==> src/logic/cbcr_pkg.sv <==
// Summary of operation
// byte 7 bits 4:0 hold block-read byte count, power-up value 8
// byte indices 8, 9 and 17 are reserved, no configuration function
// byte 10 bit 6: 0 clears config in power-down, 1 keeps it; resets 1
// host leaves byte 10 bit 7 at its default 0 when writing
// byte 11 bits 1:0 stop level: 00 low/low, 01 hiz, 10 high/low, 11 low/high
// impedance codes: out0 byte 12 bits 7:6, out1 byte 13 bits 3:2
// termination codes at bytes 14, 15, 16; 00 none, 01 down, 10 up, 11 both
// termination powers up pull-down for enables, pull-up for power-good input
// byte 18 bits 3 and 5 set enable input active level; reset 0
// byte 19 bit 0 sets power-down level of power-good input; reset 0
// software-cleared output enable forces output to the stop level
// reserved bits and indices ignore writes and read back stable zero, except byte 10 bit 7, which stores writes and reads back
`default_nettype none
package cbcr_pkg;
  localparam logic [7:0] IDX_BYTE_COUNT = 8'h07;
  localparam logic [7:0] IDX_RETENTION = 8'h0a;
  localparam logic [7:0] IDX_STOP_LEVEL = 8'h0b;
  localparam logic [7:0] IDX_OUT0_IMP = 8'h0c;
  localparam logic [7:0] IDX_OUT1_IMP = 8'h0d;
  localparam logic [7:0] IDX_EN0_TERM = 8'h0e;
  localparam logic [7:0] IDX_EN1_TERM = 8'h0f;
  localparam logic [7:0] IDX_PG_TERM = 8'h10;
  localparam logic [7:0] IDX_EN_POL = 8'h12;
  localparam logic [7:0] IDX_PG_POL = 8'h13;

  localparam int BC_LSB = 0;
  localparam int RET_KEEP_BIT = 6;
  localparam int RET_RSVD_BIT = 7;
  localparam int STOP_LSB = 0;
  localparam int IMP0_LSB = 6;
  localparam int IMP1_LSB = 2;
  localparam int EN0_TERM_LSB = 6;
  localparam int EN1_TERM_LSB = 2;
  localparam int PG_TERM_LSB = 0;
  localparam int EN0_POL_BIT = 3;
  localparam int EN1_POL_BIT = 5;
  localparam int PG_POL_BIT = 0;

  localparam logic [4:0] BC_RESET = 5'h08;
  localparam logic RET_KEEP_RESET = 1'b1;
  localparam logic RET_RSVD_RESET = 1'b0;
  localparam logic [1:0] STOP_RESET = 2'h0;
  localparam logic [1:0] IMP_33R = 2'h0;
  localparam logic [1:0] IMP_85R = 2'h1;
  localparam logic [1:0] IMP_100R = 2'h2;
  localparam logic [1:0] TERM_PULL_DOWN = 2'h1;
  localparam logic [1:0] TERM_PULL_UP = 2'h2;
  localparam logic POL_RESET = 1'b0;
  localparam logic [7:0] READ_ZERO = 8'h00;

  typedef enum logic [1:0] {
    CBCR_STOP_LOW_LOW = 2'b00,
    CBCR_STOP_HIZ = 2'b01,
    CBCR_STOP_HIGH_LOW = 2'b10,
    CBCR_STOP_LOW_HIGH = 2'b11
  } cbcr_stop_t;

  typedef struct packed {
    logic wr;
    logic rd;
    logic [7:0] index;
    logic [7:0] wdata;
  } cbcr_req_t;

  typedef struct packed {
    logic run;
    logic level_true;
    logic level_comp;
    logic hiz;
  } cbcr_drive_t;

  typedef struct packed {
    logic [1:0] enable0_termination;
    logic [1:0] enable1_termination;
    logic [1:0] powergood_termination;
  } cbcr_term_t;
endpackage
`default_nettype wire

==> src/logic/cbcr_regs.sv <==
`default_nettype none
module cbcr_regs #(
  parameter logic [1:0] IMP0_RESET = cbcr_pkg::IMP_100R,
  parameter logic [1:0] IMP1_RESET = cbcr_pkg::IMP_100R
) (
  input wire logic clk_sys,
  input wire logic reset_n,
  input wire cbcr_pkg::cbcr_req_t req,
  input wire logic [1:0] sw_output_enable,
  input wire logic [1:0] enable_pin,
  input wire logic powergood_powerdown_input,
  output logic [7:0] rd_data_reg,
  output logic rd_valid_reg,
  output logic [4:0] read_count_reg,
  output cbcr_pkg::cbcr_drive_t out0_drive_reg,
  output cbcr_pkg::cbcr_drive_t out1_drive_reg,
  output logic [1:0] out0_impedance_reg,
  output logic [1:0] out1_impedance_reg,
  output cbcr_pkg::cbcr_term_t termination_reg,
  output logic powerdown_reg
);
  logic keep_reg;
  logic rsvd_reg;
  logic [1:0] stop_reg;
  logic enable0_active_level_reg;
  logic enable1_active_level_reg;
  logic pg_level_reg;
  logic pd_now;
  logic clear_cfg;
  logic wr_hit;

  // polarity 0 means active when the pin is low
  function automatic logic level_match(input logic pin, input logic pol);
    level_match = (pin == pol);
  endfunction

  function automatic cbcr_pkg::cbcr_drive_t drive_of(input logic run, input logic [1:0] stop);
    cbcr_pkg::cbcr_drive_t d;
    d = '0;
    d.run = run;
    if (!run) begin
      case (cbcr_pkg::cbcr_stop_t'(stop))
        cbcr_pkg::CBCR_STOP_HIZ: d.hiz = 1'b1;
        cbcr_pkg::CBCR_STOP_HIGH_LOW: d.level_true = 1'b1;
        cbcr_pkg::CBCR_STOP_LOW_HIGH: d.level_comp = 1'b1;
        default: d = d;
      endcase
    end
    drive_of = d;
  endfunction

  // one write decode shared by the retention, stop, impedance and polarity fields
  function automatic logic wr_at(input logic hit, input logic [7:0] index,
    input logic [7:0] target);
    wr_at = hit && (index == target);
  endfunction

  assign pd_now = level_match(powergood_powerdown_input, pg_level_reg);
  // config clears only while in power-down and retention is off
  assign clear_cfg = pd_now && !keep_reg;
  assign wr_hit = req.wr && !clear_cfg;

  always_ff @(posedge clk_sys or negedge reset_n) begin
    if (!reset_n) begin
      read_count_reg <= cbcr_pkg::BC_RESET;
    end else if (clear_cfg) begin
      read_count_reg <= cbcr_pkg::BC_RESET;
    end else if (wr_hit && req.index == cbcr_pkg::IDX_BYTE_COUNT) begin
      read_count_reg <= req.wdata[cbcr_pkg::BC_LSB +: 5];
    end
  end

  always_ff @(posedge clk_sys or negedge reset_n) begin
    if (!reset_n) begin
      keep_reg <= cbcr_pkg::RET_KEEP_RESET;
      rsvd_reg <= cbcr_pkg::RET_RSVD_RESET;
    end else if (clear_cfg) begin
      keep_reg <= cbcr_pkg::RET_KEEP_RESET;
      rsvd_reg <= cbcr_pkg::RET_RSVD_RESET;
    end else if (wr_at(wr_hit, req.index, cbcr_pkg::IDX_RETENTION)) begin
      keep_reg <= req.wdata[cbcr_pkg::RET_KEEP_BIT];
      // stored only so it reads back; steers nothing
      rsvd_reg <= req.wdata[cbcr_pkg::RET_RSVD_BIT];
    end
  end

  // stop level only shows while an output is held off
  always_ff @(posedge clk_sys or negedge reset_n) begin
    if (!reset_n) begin
      stop_reg <= cbcr_pkg::STOP_RESET;
    end else if (clear_cfg) begin
      stop_reg <= cbcr_pkg::STOP_RESET;
    end else if (wr_at(wr_hit, req.index, cbcr_pkg::IDX_STOP_LEVEL)) begin
      stop_reg <= req.wdata[cbcr_pkg::STOP_LSB +: 2];
    end
  end

  always_ff @(posedge clk_sys or negedge reset_n) begin
    if (!reset_n) begin
      out0_impedance_reg <= IMP0_RESET;
    end else if (clear_cfg) begin
      out0_impedance_reg <= IMP0_RESET;
    end else if (wr_at(wr_hit, req.index, cbcr_pkg::IDX_OUT0_IMP)) begin
      out0_impedance_reg <= req.wdata[cbcr_pkg::IMP0_LSB +: 2];
    end
  end

  // reserved code 11 is stored as written; the driver decides what it means
  always_ff @(posedge clk_sys or negedge reset_n) begin
    if (!reset_n) begin
      out1_impedance_reg <= IMP1_RESET;
    end else if (clear_cfg) begin
      out1_impedance_reg <= IMP1_RESET;
    end else if (wr_at(wr_hit, req.index, cbcr_pkg::IDX_OUT1_IMP)) begin
      out1_impedance_reg <= req.wdata[cbcr_pkg::IMP1_LSB +: 2];
    end
  end

  always_ff @(posedge clk_sys or negedge reset_n) begin
    if (!reset_n) begin
      termination_reg.enable0_termination <= cbcr_pkg::TERM_PULL_DOWN;
      termination_reg.enable1_termination <= cbcr_pkg::TERM_PULL_DOWN;
      termination_reg.powergood_termination <= cbcr_pkg::TERM_PULL_UP;
    end else if (clear_cfg) begin
      termination_reg.enable0_termination <= cbcr_pkg::TERM_PULL_DOWN;
      termination_reg.enable1_termination <= cbcr_pkg::TERM_PULL_DOWN;
      termination_reg.powergood_termination <= cbcr_pkg::TERM_PULL_UP;
    end else if (wr_hit) begin
      if (req.index == cbcr_pkg::IDX_EN0_TERM) begin
        termination_reg.enable0_termination <= req.wdata[cbcr_pkg::EN0_TERM_LSB +: 2];
      end
      if (req.index == cbcr_pkg::IDX_EN1_TERM) begin
        termination_reg.enable1_termination <= req.wdata[cbcr_pkg::EN1_TERM_LSB +: 2];
      end
      if (req.index == cbcr_pkg::IDX_PG_TERM) begin
        termination_reg.powergood_termination <= req.wdata[cbcr_pkg::PG_TERM_LSB +: 2];
      end
    end
  end

  // polarity survives a clear so the device can leave power-down cleanly
  always_ff @(posedge clk_sys or negedge reset_n) begin
    if (!reset_n) begin
      enable0_active_level_reg <= cbcr_pkg::POL_RESET;
      enable1_active_level_reg <= cbcr_pkg::POL_RESET;
    end else if (wr_at(wr_hit, req.index, cbcr_pkg::IDX_EN_POL)) begin
      enable0_active_level_reg <= req.wdata[cbcr_pkg::EN0_POL_BIT];
      enable1_active_level_reg <= req.wdata[cbcr_pkg::EN1_POL_BIT];
    end
  end

  always_ff @(posedge clk_sys or negedge reset_n) begin
    if (!reset_n) begin
      pg_level_reg <= cbcr_pkg::POL_RESET;
    end else if (wr_at(wr_hit, req.index, cbcr_pkg::IDX_PG_POL)) begin
      pg_level_reg <= req.wdata[cbcr_pkg::PG_POL_BIT];
    end
  end

  always_ff @(posedge clk_sys or negedge reset_n) begin
    if (!reset_n) begin
      rd_valid_reg <= 1'b0;
      rd_data_reg <= cbcr_pkg::READ_ZERO;
    end else begin
      rd_valid_reg <= req.rd;
      if (req.rd) begin
        rd_data_reg <= cbcr_pkg::READ_ZERO;
        case (req.index)
          cbcr_pkg::IDX_BYTE_COUNT: rd_data_reg[cbcr_pkg::BC_LSB +: 5] <= read_count_reg;
          cbcr_pkg::IDX_RETENTION: begin
            rd_data_reg[cbcr_pkg::RET_KEEP_BIT] <= keep_reg;
            rd_data_reg[cbcr_pkg::RET_RSVD_BIT] <= rsvd_reg;
          end
          cbcr_pkg::IDX_STOP_LEVEL: rd_data_reg[cbcr_pkg::STOP_LSB +: 2] <= stop_reg;
          cbcr_pkg::IDX_OUT0_IMP: rd_data_reg[cbcr_pkg::IMP0_LSB +: 2] <= out0_impedance_reg;
          cbcr_pkg::IDX_OUT1_IMP: rd_data_reg[cbcr_pkg::IMP1_LSB +: 2] <= out1_impedance_reg;
          cbcr_pkg::IDX_EN0_TERM:
            rd_data_reg[cbcr_pkg::EN0_TERM_LSB +: 2] <= termination_reg.enable0_termination;
          cbcr_pkg::IDX_EN1_TERM:
            rd_data_reg[cbcr_pkg::EN1_TERM_LSB +: 2] <= termination_reg.enable1_termination;
          cbcr_pkg::IDX_PG_TERM:
            rd_data_reg[cbcr_pkg::PG_TERM_LSB +: 2] <= termination_reg.powergood_termination;
          cbcr_pkg::IDX_EN_POL: begin
            rd_data_reg[cbcr_pkg::EN0_POL_BIT] <= enable0_active_level_reg;
            rd_data_reg[cbcr_pkg::EN1_POL_BIT] <= enable1_active_level_reg;
          end
          cbcr_pkg::IDX_PG_POL: rd_data_reg[cbcr_pkg::PG_POL_BIT] <= pg_level_reg;
          default: rd_data_reg <= cbcr_pkg::READ_ZERO;
        endcase
      end
    end
  end

  // software disable overrides the pin; power-down stops both outputs
  always_ff @(posedge clk_sys or negedge reset_n) begin
    if (!reset_n) begin
      out0_drive_reg <= '0;
    end else begin
      out0_drive_reg <= drive_of(sw_output_enable[0] && !pd_now &&
        level_match(enable_pin[0], enable0_active_level_reg), stop_reg);
    end
  end

  always_ff @(posedge clk_sys or negedge reset_n) begin
    if (!reset_n) begin
      out1_drive_reg <= '0;
    end else begin
      out1_drive_reg <= drive_of(sw_output_enable[1] && !pd_now &&
        level_match(enable_pin[1], enable1_active_level_reg), stop_reg);
    end
  end

  // same pin sample as the drives, so flag and outputs never disagree
  always_ff @(posedge clk_sys or negedge reset_n) begin
    if (!reset_n) begin
      powerdown_reg <= 1'b0;
    end else begin
      powerdown_reg <= pd_now;
    end
  end
endmodule
`default_nettype wire

==> config.mk <==
export PLATFORM = sky130hd
export DESIGN_NAME = cbcr_regs
export DESIGN_NICKNAME = d
export VERILOG_FILES = /design/src/logic/cbcr_pkg.sv /design/src/logic/cbcr_regs.sv
export SDC_FILE = /design/constraint.sdc
export NUM_CORES = 1
export LEC_CHECK = 0
export CORE_MARGIN = 3
export CORE_UTILIZATION = 30
export CTS_CLUSTER_SIZE = 12
export DETAILED_ROUTE_END_ITERATION = 8
export DONT_BUFFER_PORTS = 1
export HOLD_SLACK_MARGIN = 0.06
export PLACE_DENSITY = 0.4
export SYNTH_ARGS = -nofsm -noshare
export SYNTH_HDL_FRONTEND = slang
export SYNTH_SLANG_ARGS = --single-unit
==> constraint.sdc <==
create_clock -name clk_sys -period 5.1 [get_ports clk_sys]
set_input_delay 0 -clock clk_sys [delete_from_list [all_inputs] [get_ports clk_sys]]
set_output_delay 0 -clock clk_sys [all_outputs]
set_load 0.02 [all_outputs]
# Word level (Yosys, flattened, before mapping)
# Index checks and enable logic that the tools add are counted.
[word_totals] rom_bits=0 mem_count=0 elab_cells=96 reg_bits=40 in_bits=25 mem_bits_rw=0 latchBits=0 output_inout_bits=33
[op_classes] muxes=29 div=0 n_lt_le_gt_ge=0 shift=0 reduce_logical=28 n_bitwise=0 multipliers=0 add_sub_neg=0 eq_ne=16
[ops] op="== test 8 x 4 -> 1 bit (second input constant)" count=6
[ops] op="== test 8 x 5 -> 1 bit (second input constant)" count=3
[ops] op="2-to-1 mux 2 bit" count=9
[ops] op="nonzero test 2 bit" count=9
[ops] op="logical AND 1 bit" count=13
[ops] op="2-to-1 mux 6 bit" count=2
[ops] op="2-to-1 mux 5 bit" count=2
[ops] op="2-to-1 mux 1 bit" count=9
[ops] op="== test 8 x 3 -> 1 bit (second input constant)" count=1
[ops] op="2-to-1 mux 4 bit" count=2
[ops] op="one-hot mux 1 bit (4 select lines)" count=2
[ops] op="one-hot mux 1 bit (3 select lines)" count=2
[ops] op="one-hot mux 2 bit (3 select lines)" count=1
[ops] op="AND reduction 2 bit" count=3
[ops] op="== test 2 bit (second input constant)" count=2
[ops] op="== test 1 bit" count=3
[ops] op="zero test 1 bit" count=3
[ops] op="== test 2 x 1 -> 1 bit (second input constant)" count=1

# Depth between registers and ports, before layout
# Gate-level depths: netlist of the first run.
[depth] word_depth=7 mapped_depth=6

# Worst setup path before layout of the first run
# OpenSTA, ideal clock, no wires.
[synth_path] path_kind="register to register" start="register pg_level_reg" end="register pg_level_reg" setup_slack_ns=3.504 arrival_ns=1.468 period_less_slack_ns=1.596 path_buffers=1 path_stages_with_launch=6 path_cell_list="dfrtp_1 xor2_1 nand2b_1 clkbuf_1 nand4_1 mux2_1"
[synth_between] elab_chain_len=5
[synth_rtl] item="from (decl)" line_no="cbcr_regs.sv:27" text="logic pg_level_reg;"
[synth_rtl] item="from (signal assigned)" line_no="cbcr_regs.sv:154" text="pg_level_reg <= cbcr_pkg::POL_RESET;"
[synth_rtl] item="from (signal assigned)" line_no="cbcr_regs.sv:156" text="pg_level_reg <= req.wdata[cbcr_pkg::PG_POL_BIT];"
[synth_rtl] item="== test 1 bit" line_no="cbcr_regs.sv:34" text="level_match = (pin == pol);"
[synth_rtl] item="logical AND 1 bit" line_no="cbcr_regs.sv:60" text="assign clear_cfg = pd_now && !keep_reg;"
[synth_rtl] item="zero test 1 bit" line_no="cbcr_regs.sv:61" text="assign wr_hit = req.wr && !clear_cfg;"
[synth_rtl] item="logical AND 1 bit" line_no="cbcr_regs.sv:61"
[synth_rtl] item="logical AND 1 bit" line_no="cbcr_regs.sv:55" text="wr_at = hit && (index == target);"
# No other way between the ends.
# A chain may end at the register's enable or synchronous reset.

# Final worst setup path of the first run
[layout_path] start="input port req[10] (netlist name)" end="register rd_data_reg[3]"
[layout_between] elab_chain_len=2 word_cells_on_any_way=5
[layout_rtl] item="from (decl)" line_no="cbcr_regs.sv:8" text="input wire cbcr_pkg::cbcr_req_t req,"
[layout_rtl] item="== test 8 x 5 -> 1 bit (tied with other cells)" line_no="cbcr_regs.sv:168" text="case (req.index)"
[layout_rtl] item="one-hot mux 1 bit (4 select lines) (*)" line_no="cbcr_regs.sv:168"
[layout_rtl] item="to (signal assigned)" line_no="cbcr_regs.sv:167" text="rd_data_reg <= cbcr_pkg::READ_ZERO;"
[layout_rtl] item="to (signal, indexed assignment)" line_no="cbcr_regs.sv:169" text="cbcr_pkg::IDX_BYTE_COUNT: rd_data_reg[cbcr_pkg::BC_LSB +: 5] <= read_count_reg;"
[layout_rtl] item="to (signal, indexed assignment)" line_no="cbcr_regs.sv:171" text="rd_data_reg[cbcr_pkg::RET_KEEP_BIT] <= keep_reg;"
[layout_rtl] item="to (decl)" line_no="cbcr_regs.sv:12" text="output logic [7:0] rd_data_reg,"
# Mark *: on every way between the ends. The rest lies on a longest branch, timed or not.

==> out/qor.txt, run 1 <==
status = finished, final reports clean
Initial Util = 31.9%
Critical Path, Cell by Cell = dlygate4sd3_1 -> nand2_1 -> dlygate4sd3_1 -> or3_1 -> dlygate4sd3_1 -> a31oi_1 -> dlygate4sd3_1
ANT cells = 0
post-layout min period = 2790 ps
synthesized cell area = 1950 um^2
CP bufs+invs = 4
CP required = 5340 ps
largest delay contributor family on the critical path = buffers and inverters
Crit. End Element = register
number of distinct library cells after synthesis = 41
root buf cell = clkbuf_8
slowest CP cell = dlygate4sd3_1
share of post-route cells with drive strength above 1 = 14.2%
final hold violation count = 0
Slew headroom = 31.1%
vias in the first global route = 1506
pin count of the biggest net entering global routing = 41
number of cell rows = 28
CTS tree = built
Area Overhead vs Synth = 21.7%
Max Slew Vio Count = 0
Setup violations, final = 0
Clock Tree Buf Depth = 2
synthesized flop and latch total = 40
Residual DRC = 0
Synth Net Count = 204
Nets = 228
Routed WL = 5400 um
Fmax = 358 MHz
initial antenna violation count = 0
sequential share of the synthesized area = 51.9%
Setup Skew = 7.94 ps
chip height = 86.5 um
Via density = 5.25
slew of the pin with the lowest slew margin = 1030 ps
Clk Latency, worst-skew pair = 290 ps
area of the multi-input gates = 865 um^2
GRT Util Overall = 14.8%
PD cells = 324 nW/um^2
ys async rst share = 100%
max-cap violations = 0
max reg flops = 8
register area = 1010 um^2
I/O Pins = 58
Static Leak = 1.04 nW
CORE AREA = 6100 um^2
Vias = 1464
CTS Buf Count = 5
most frequent cells in the layout = 33 x dfrtp_1, 26 x dlygate4sd3_1, 21 x nor2_1
final-layout fill cell count = 626
Area after DPL = 1990 um^2
I/O Buffers = 0
setup TNS = 0 ps
clock-pin slew on the worst setup and hold paths = 90 ps
R2R Setup Slk = 2740 ps
Hold Crit Class = in2reg
CP Class = in2reg
DIE AREA = 7490 um^2
Worst Setup Start Kind = input pin
Hold Slack = 67.9 ps
WL per Instance = 19.4 um
crit-path max FO = 9
total power = 0.767 mW
Placer Congestion = 0.713
DR pass1 iterations = 4
Most common cell on crit path = dlygate4sd3_1
CP arrival = 3030 ps
die width = 86.5 um
CTS Sinks = 40
Mapped Cells = 179
EDFF count, synth = 0
Post-CTS Repair Setup Buffers = 0
post-synthesis average cell area = 10.9 um^2
final core utilization = 38.9%
first-pass GRT wire length = 8490 um
Main synth FF type = dfrtp_1
warning count from the yosys run = 0
final instance area = 2370 um^2
RSZ-0062 raised after global routing = no
Max VDD drop = 0.111 mV
Final period util = 54.7%
Final ANT Viol Nets = 0
GRT overflow = 0
Critical Path Max Stage Delay = 760 ps
DR iter-0 viols = 84
H-tree levels = 2
most common cell after layout, fill and taps aside = dfrtp_1
dpl hpwl = 3750 um
==> per-stage QoR <==
stage	cells	worst slack [ps]
6_report	279	2310
5_1_grt	279	2190
4_1_cts	279	2320
3_5_place_dp	244	3170
3_3_place_gp	244	3320
2_1_floorplan	179	3500
==> report_power, final <==
part / internal [mW] / switching (mW)
logic: 0.0462 / 0.0497
clock network: 0.110 / 0.122
registers: 0.369 / 0.0708
total: 0.525 / 0.242
==> cells in the mapped netlist (3+ instances only) <==
master / count / area, um^2
a22oi_1: 4 / 30.0
nor2_1: 21 / 78.8
buf_2: 3 / 15.0
mux2_2: 4 / 45.0
mux2_1: 3 / 33.8
and3_1: 3 / 18.8
mux2i_1: 17 / 170
xnor2_1: 3 / 26.3
dfstp_2: 7 / 184
nor3_1: 4 / 20.0
clkbuf_1: 5 / 18.8
nand4_1: 7 / 43.8
inv_1: 6 / 22.5
o21ai_1: 4 / 20.0
dfrtp_1: 33 / 826
nor2b_1: 3 / 18.8
nand2_1: 13 / 48.8
nor4_4: 3 / 63.8
nand2b_1: 5 / 31.3
nand3_1: 4 / 20.0
==> path summary, 6_finish.rpt <==
check,start,end,cells after the start
max,req[10],rd_data_reg[3],7
min,enable_pin[1],out1_drive_reg[2],3
max reg2reg,out1_impedance_reg[1],rd_data_reg[3],5
min reg2reg,keep_reg,keep_reg,2
max in group asynchronous,reset_n,termination_reg[4],2
min in group asynchronous,reset_n,rd_data_reg[1],2
==> worst min-delay path: cells and delay by family <==
kind                      cells  cell delay [ps]
xor gates and xnor gates      1               30
and+or+nand+nor               2              300
==> per-layer routing <==
layer	part of all wire [%]	vias up	global-route usage [%]	wire length, um
met4	0.46	0	3.82	25
met2	44	62	21.6	2380
met5	0	-	0	0
li1	-	684	-	-
met1	46	716	20.7	2470
met3	9.7	2	5.70	522
==> what timing repair did <==
item | 4_1_cts | 5_1_grt
endpoints found under the hold margin | 80 | 0
hold buffers | 27 | 0
gates resized for setup | 0 | 0
==> kinds of logic (layout without fill, tap and decap cells) <==
family	after synthesis	count (layout)	share of synthesized area (%)
flip-flops	40	40	51.9
buffers and inverters	16	41	3.67
AND/OR/NAND/NOR	75	75	22.9
AO/OA/AOI/OAI	20	20	6.95
multiplexers	24	24	12.8
XOR/XNOR	4	4	1.80
==> final cells by class <==
| cell class | instances | area share (%) |
|---|---|---|
| clock buffers | 6 | 3.49 |
| clock inverters | 2 | 0.634 |
| well taps | 75 | 3.96 |
| repair buffers | 27 | 11.8 |
| inverters | 6 | 0.951 |
| multi-input cells | 123 | 36.5 |
| flip-flops and latches | 40 | 42.6 |
No activity file was read; power rests on OpenSTA's default activity.
==> run 2: changes to the inputs <==
Settings changed: PLACE_DENSITY 0.4 to 0.41.
Clock period 5.1 ns to 2.4 ns, I/O delays scaled along.
==> out/qor.txt, run 2 (synthesized netlist as in run 1, its figures left out) <==
status = finished, final reports clean
DR pass1 iterations = 4
CP arrival = 2340 ps
FF-to-FF path depth = 5
Worst Setup Start Kind = register
Crit. End Element = register
Setup Skew = 7.44 ps
crit-path max FO = 11
chip height = 86.5 um
Nets = 229
reg2reg start = pg_level_reg
Area Overhead vs Synth = 23.9%
Post-CTS Repair Setup Buffers = 0
RSZ-0062 raised after global routing = no
final core utilization = 39.5%
PD cells = 720 nW/um^2
Setup violations, final = 0
CP Class = reg2reg
Hold Slack = 64.9 ps
Slew headroom = 62.3%
ANT cells = 0
number of cell rows = 28
slew of the pin with the lowest slew margin = 563 ps
CTS tree = built
Final period util = 90.0%
post-layout min period = 2160 ps
share of post-route cells with drive strength above 1 = 15.6%
Via density = 5.19
initial antenna violation count = 0
Placer Congestion = 0.751
Initial Util = 31.9%
CTS Buf Count = 5
Clk Latency, worst-skew pair = 300 ps
most frequent cells in the layout = 33 x dfrtp_1, 26 x dlygate4sd3_1, 21 x nor2_1
max-cap violations = 0
CP required = 2580 ps
Fmax = 463 MHz
I/O Buffers = 0
DIE AREA = 7490 um^2
die width = 86.5 um
Static Leak = 1.07 nW
R2R Setup Slk = 240 ps
dpl hpwl = 3770 um
hold endpoint = out1_drive_reg[0]
H-tree levels = 2
first-pass GRT wire length = 8740 um
most common cell after layout, fill and taps aside = dfrtp_1
reg2reg end = pg_level_reg
CTS Sinks = 40
hold depth = 3
WL per Instance = 18.9 um
Routed WL = 5280 um
Clock Tree Buf Depth = 2
max reg flops = 8
Max VDD drop = 0.407 mV
Residual DRC = 0
Max Slew Vio Count = 0
vias in the first global route = 1632
Final ANT Viol Nets = 0
final hold violation count = 0
I/O Pins = 58
clock-pin slew on the worst setup and hold paths = 90 ps
root buf cell = clkbuf_8
hold wc startpoint = enable_pin[1]
Hold Crit Class = in2reg
setup TNS = 0 ps
GRT overflow = 0
DR iter-0 viols = 50
CORE AREA = 6100 um^2
Vias = 1453
GRT Util Overall = 15.1%
final-layout fill cell count = 611
pin count of the biggest net entering global routing = 41
==> run 2: timing repair <==
action,4_1_cts,5_1_grt
endpoints found under the hold margin,80,0
gates resized for setup,0,2
hold buffers,27,0
endpoints found under the setup margin,0,1
==> run 2: worst max-delay path, stage by stage (launching register included) <==
cell and delay (ps):
dfrtp_1 430, xor2_2 290, nand2b_2 320, nand4_1 140, mux2_1 320, dlygate4sd3_1 560
==> run 2: worst max path at each step <==
stage | depth (start not counted) | to | slack [ps] | startpoint
finish | 5 | pg_level_reg | 240 | pg_level_reg
floorplan | 5 | pg_level_reg | 800 | pg_level_reg
global placement | 4 | enable0_active_level_reg | 650 | pg_level_reg
global route | 5 | pg_level_reg | 90 | pg_level_reg
detailed placement | 4 | enable0_active_level_reg | 480 | pg_level_reg
CTS | 5 | pg_level_reg | 20 | pg_level_reg
==> run 2: where the power goes <==
part           total [mW]  switching [mW]  internal, mW
Combinational       0.208           0.107         0.101
Clock               0.591           0.250         0.340
Sequential          0.936           0.152         0.784
Total                1.73           0.509          1.23
==> run 2: cell type report <==
| cell class | instances | area, um^2 | area share (%) |
|---|---|---|---|
| flip-flops and latches | 40 | 1010 | 41.9 |
| multi-input cells | 123 | 875 | 36.3 |
| repair buffers | 28 | 288 | 11.9 |
| well taps | 75 | 93.8 | 3.89 |
| clock buffers | 6 | 82.6 | 3.43 |
| clock inverters | 2 | 38.8 | 1.61 |
| inverters | 6 | 22.5 | 0.935 |
==> run 2: layer usage <==
layer | GRT usage [%] | wire length, um
met3 | 5.99 | 459
met5 | 0 | 0
met1 | 20.9 | 2460
met2 | 21.8 | 2320
met4 | 4.25 | 44
==> run 2: through the flow <==
stage          instances  total power [mW]  area, um^2  setup slack, ps
2_1_floorplan        179              1.06        1950              804
3_5_place_dp         245              1.10        2000              477
4_1_cts              280              1.76        2400             20.8
5_1_grt              280              1.82        2410             87.5
6_report             280              1.73        2410              240
3_3_place_gp         245              1.10        2000              650
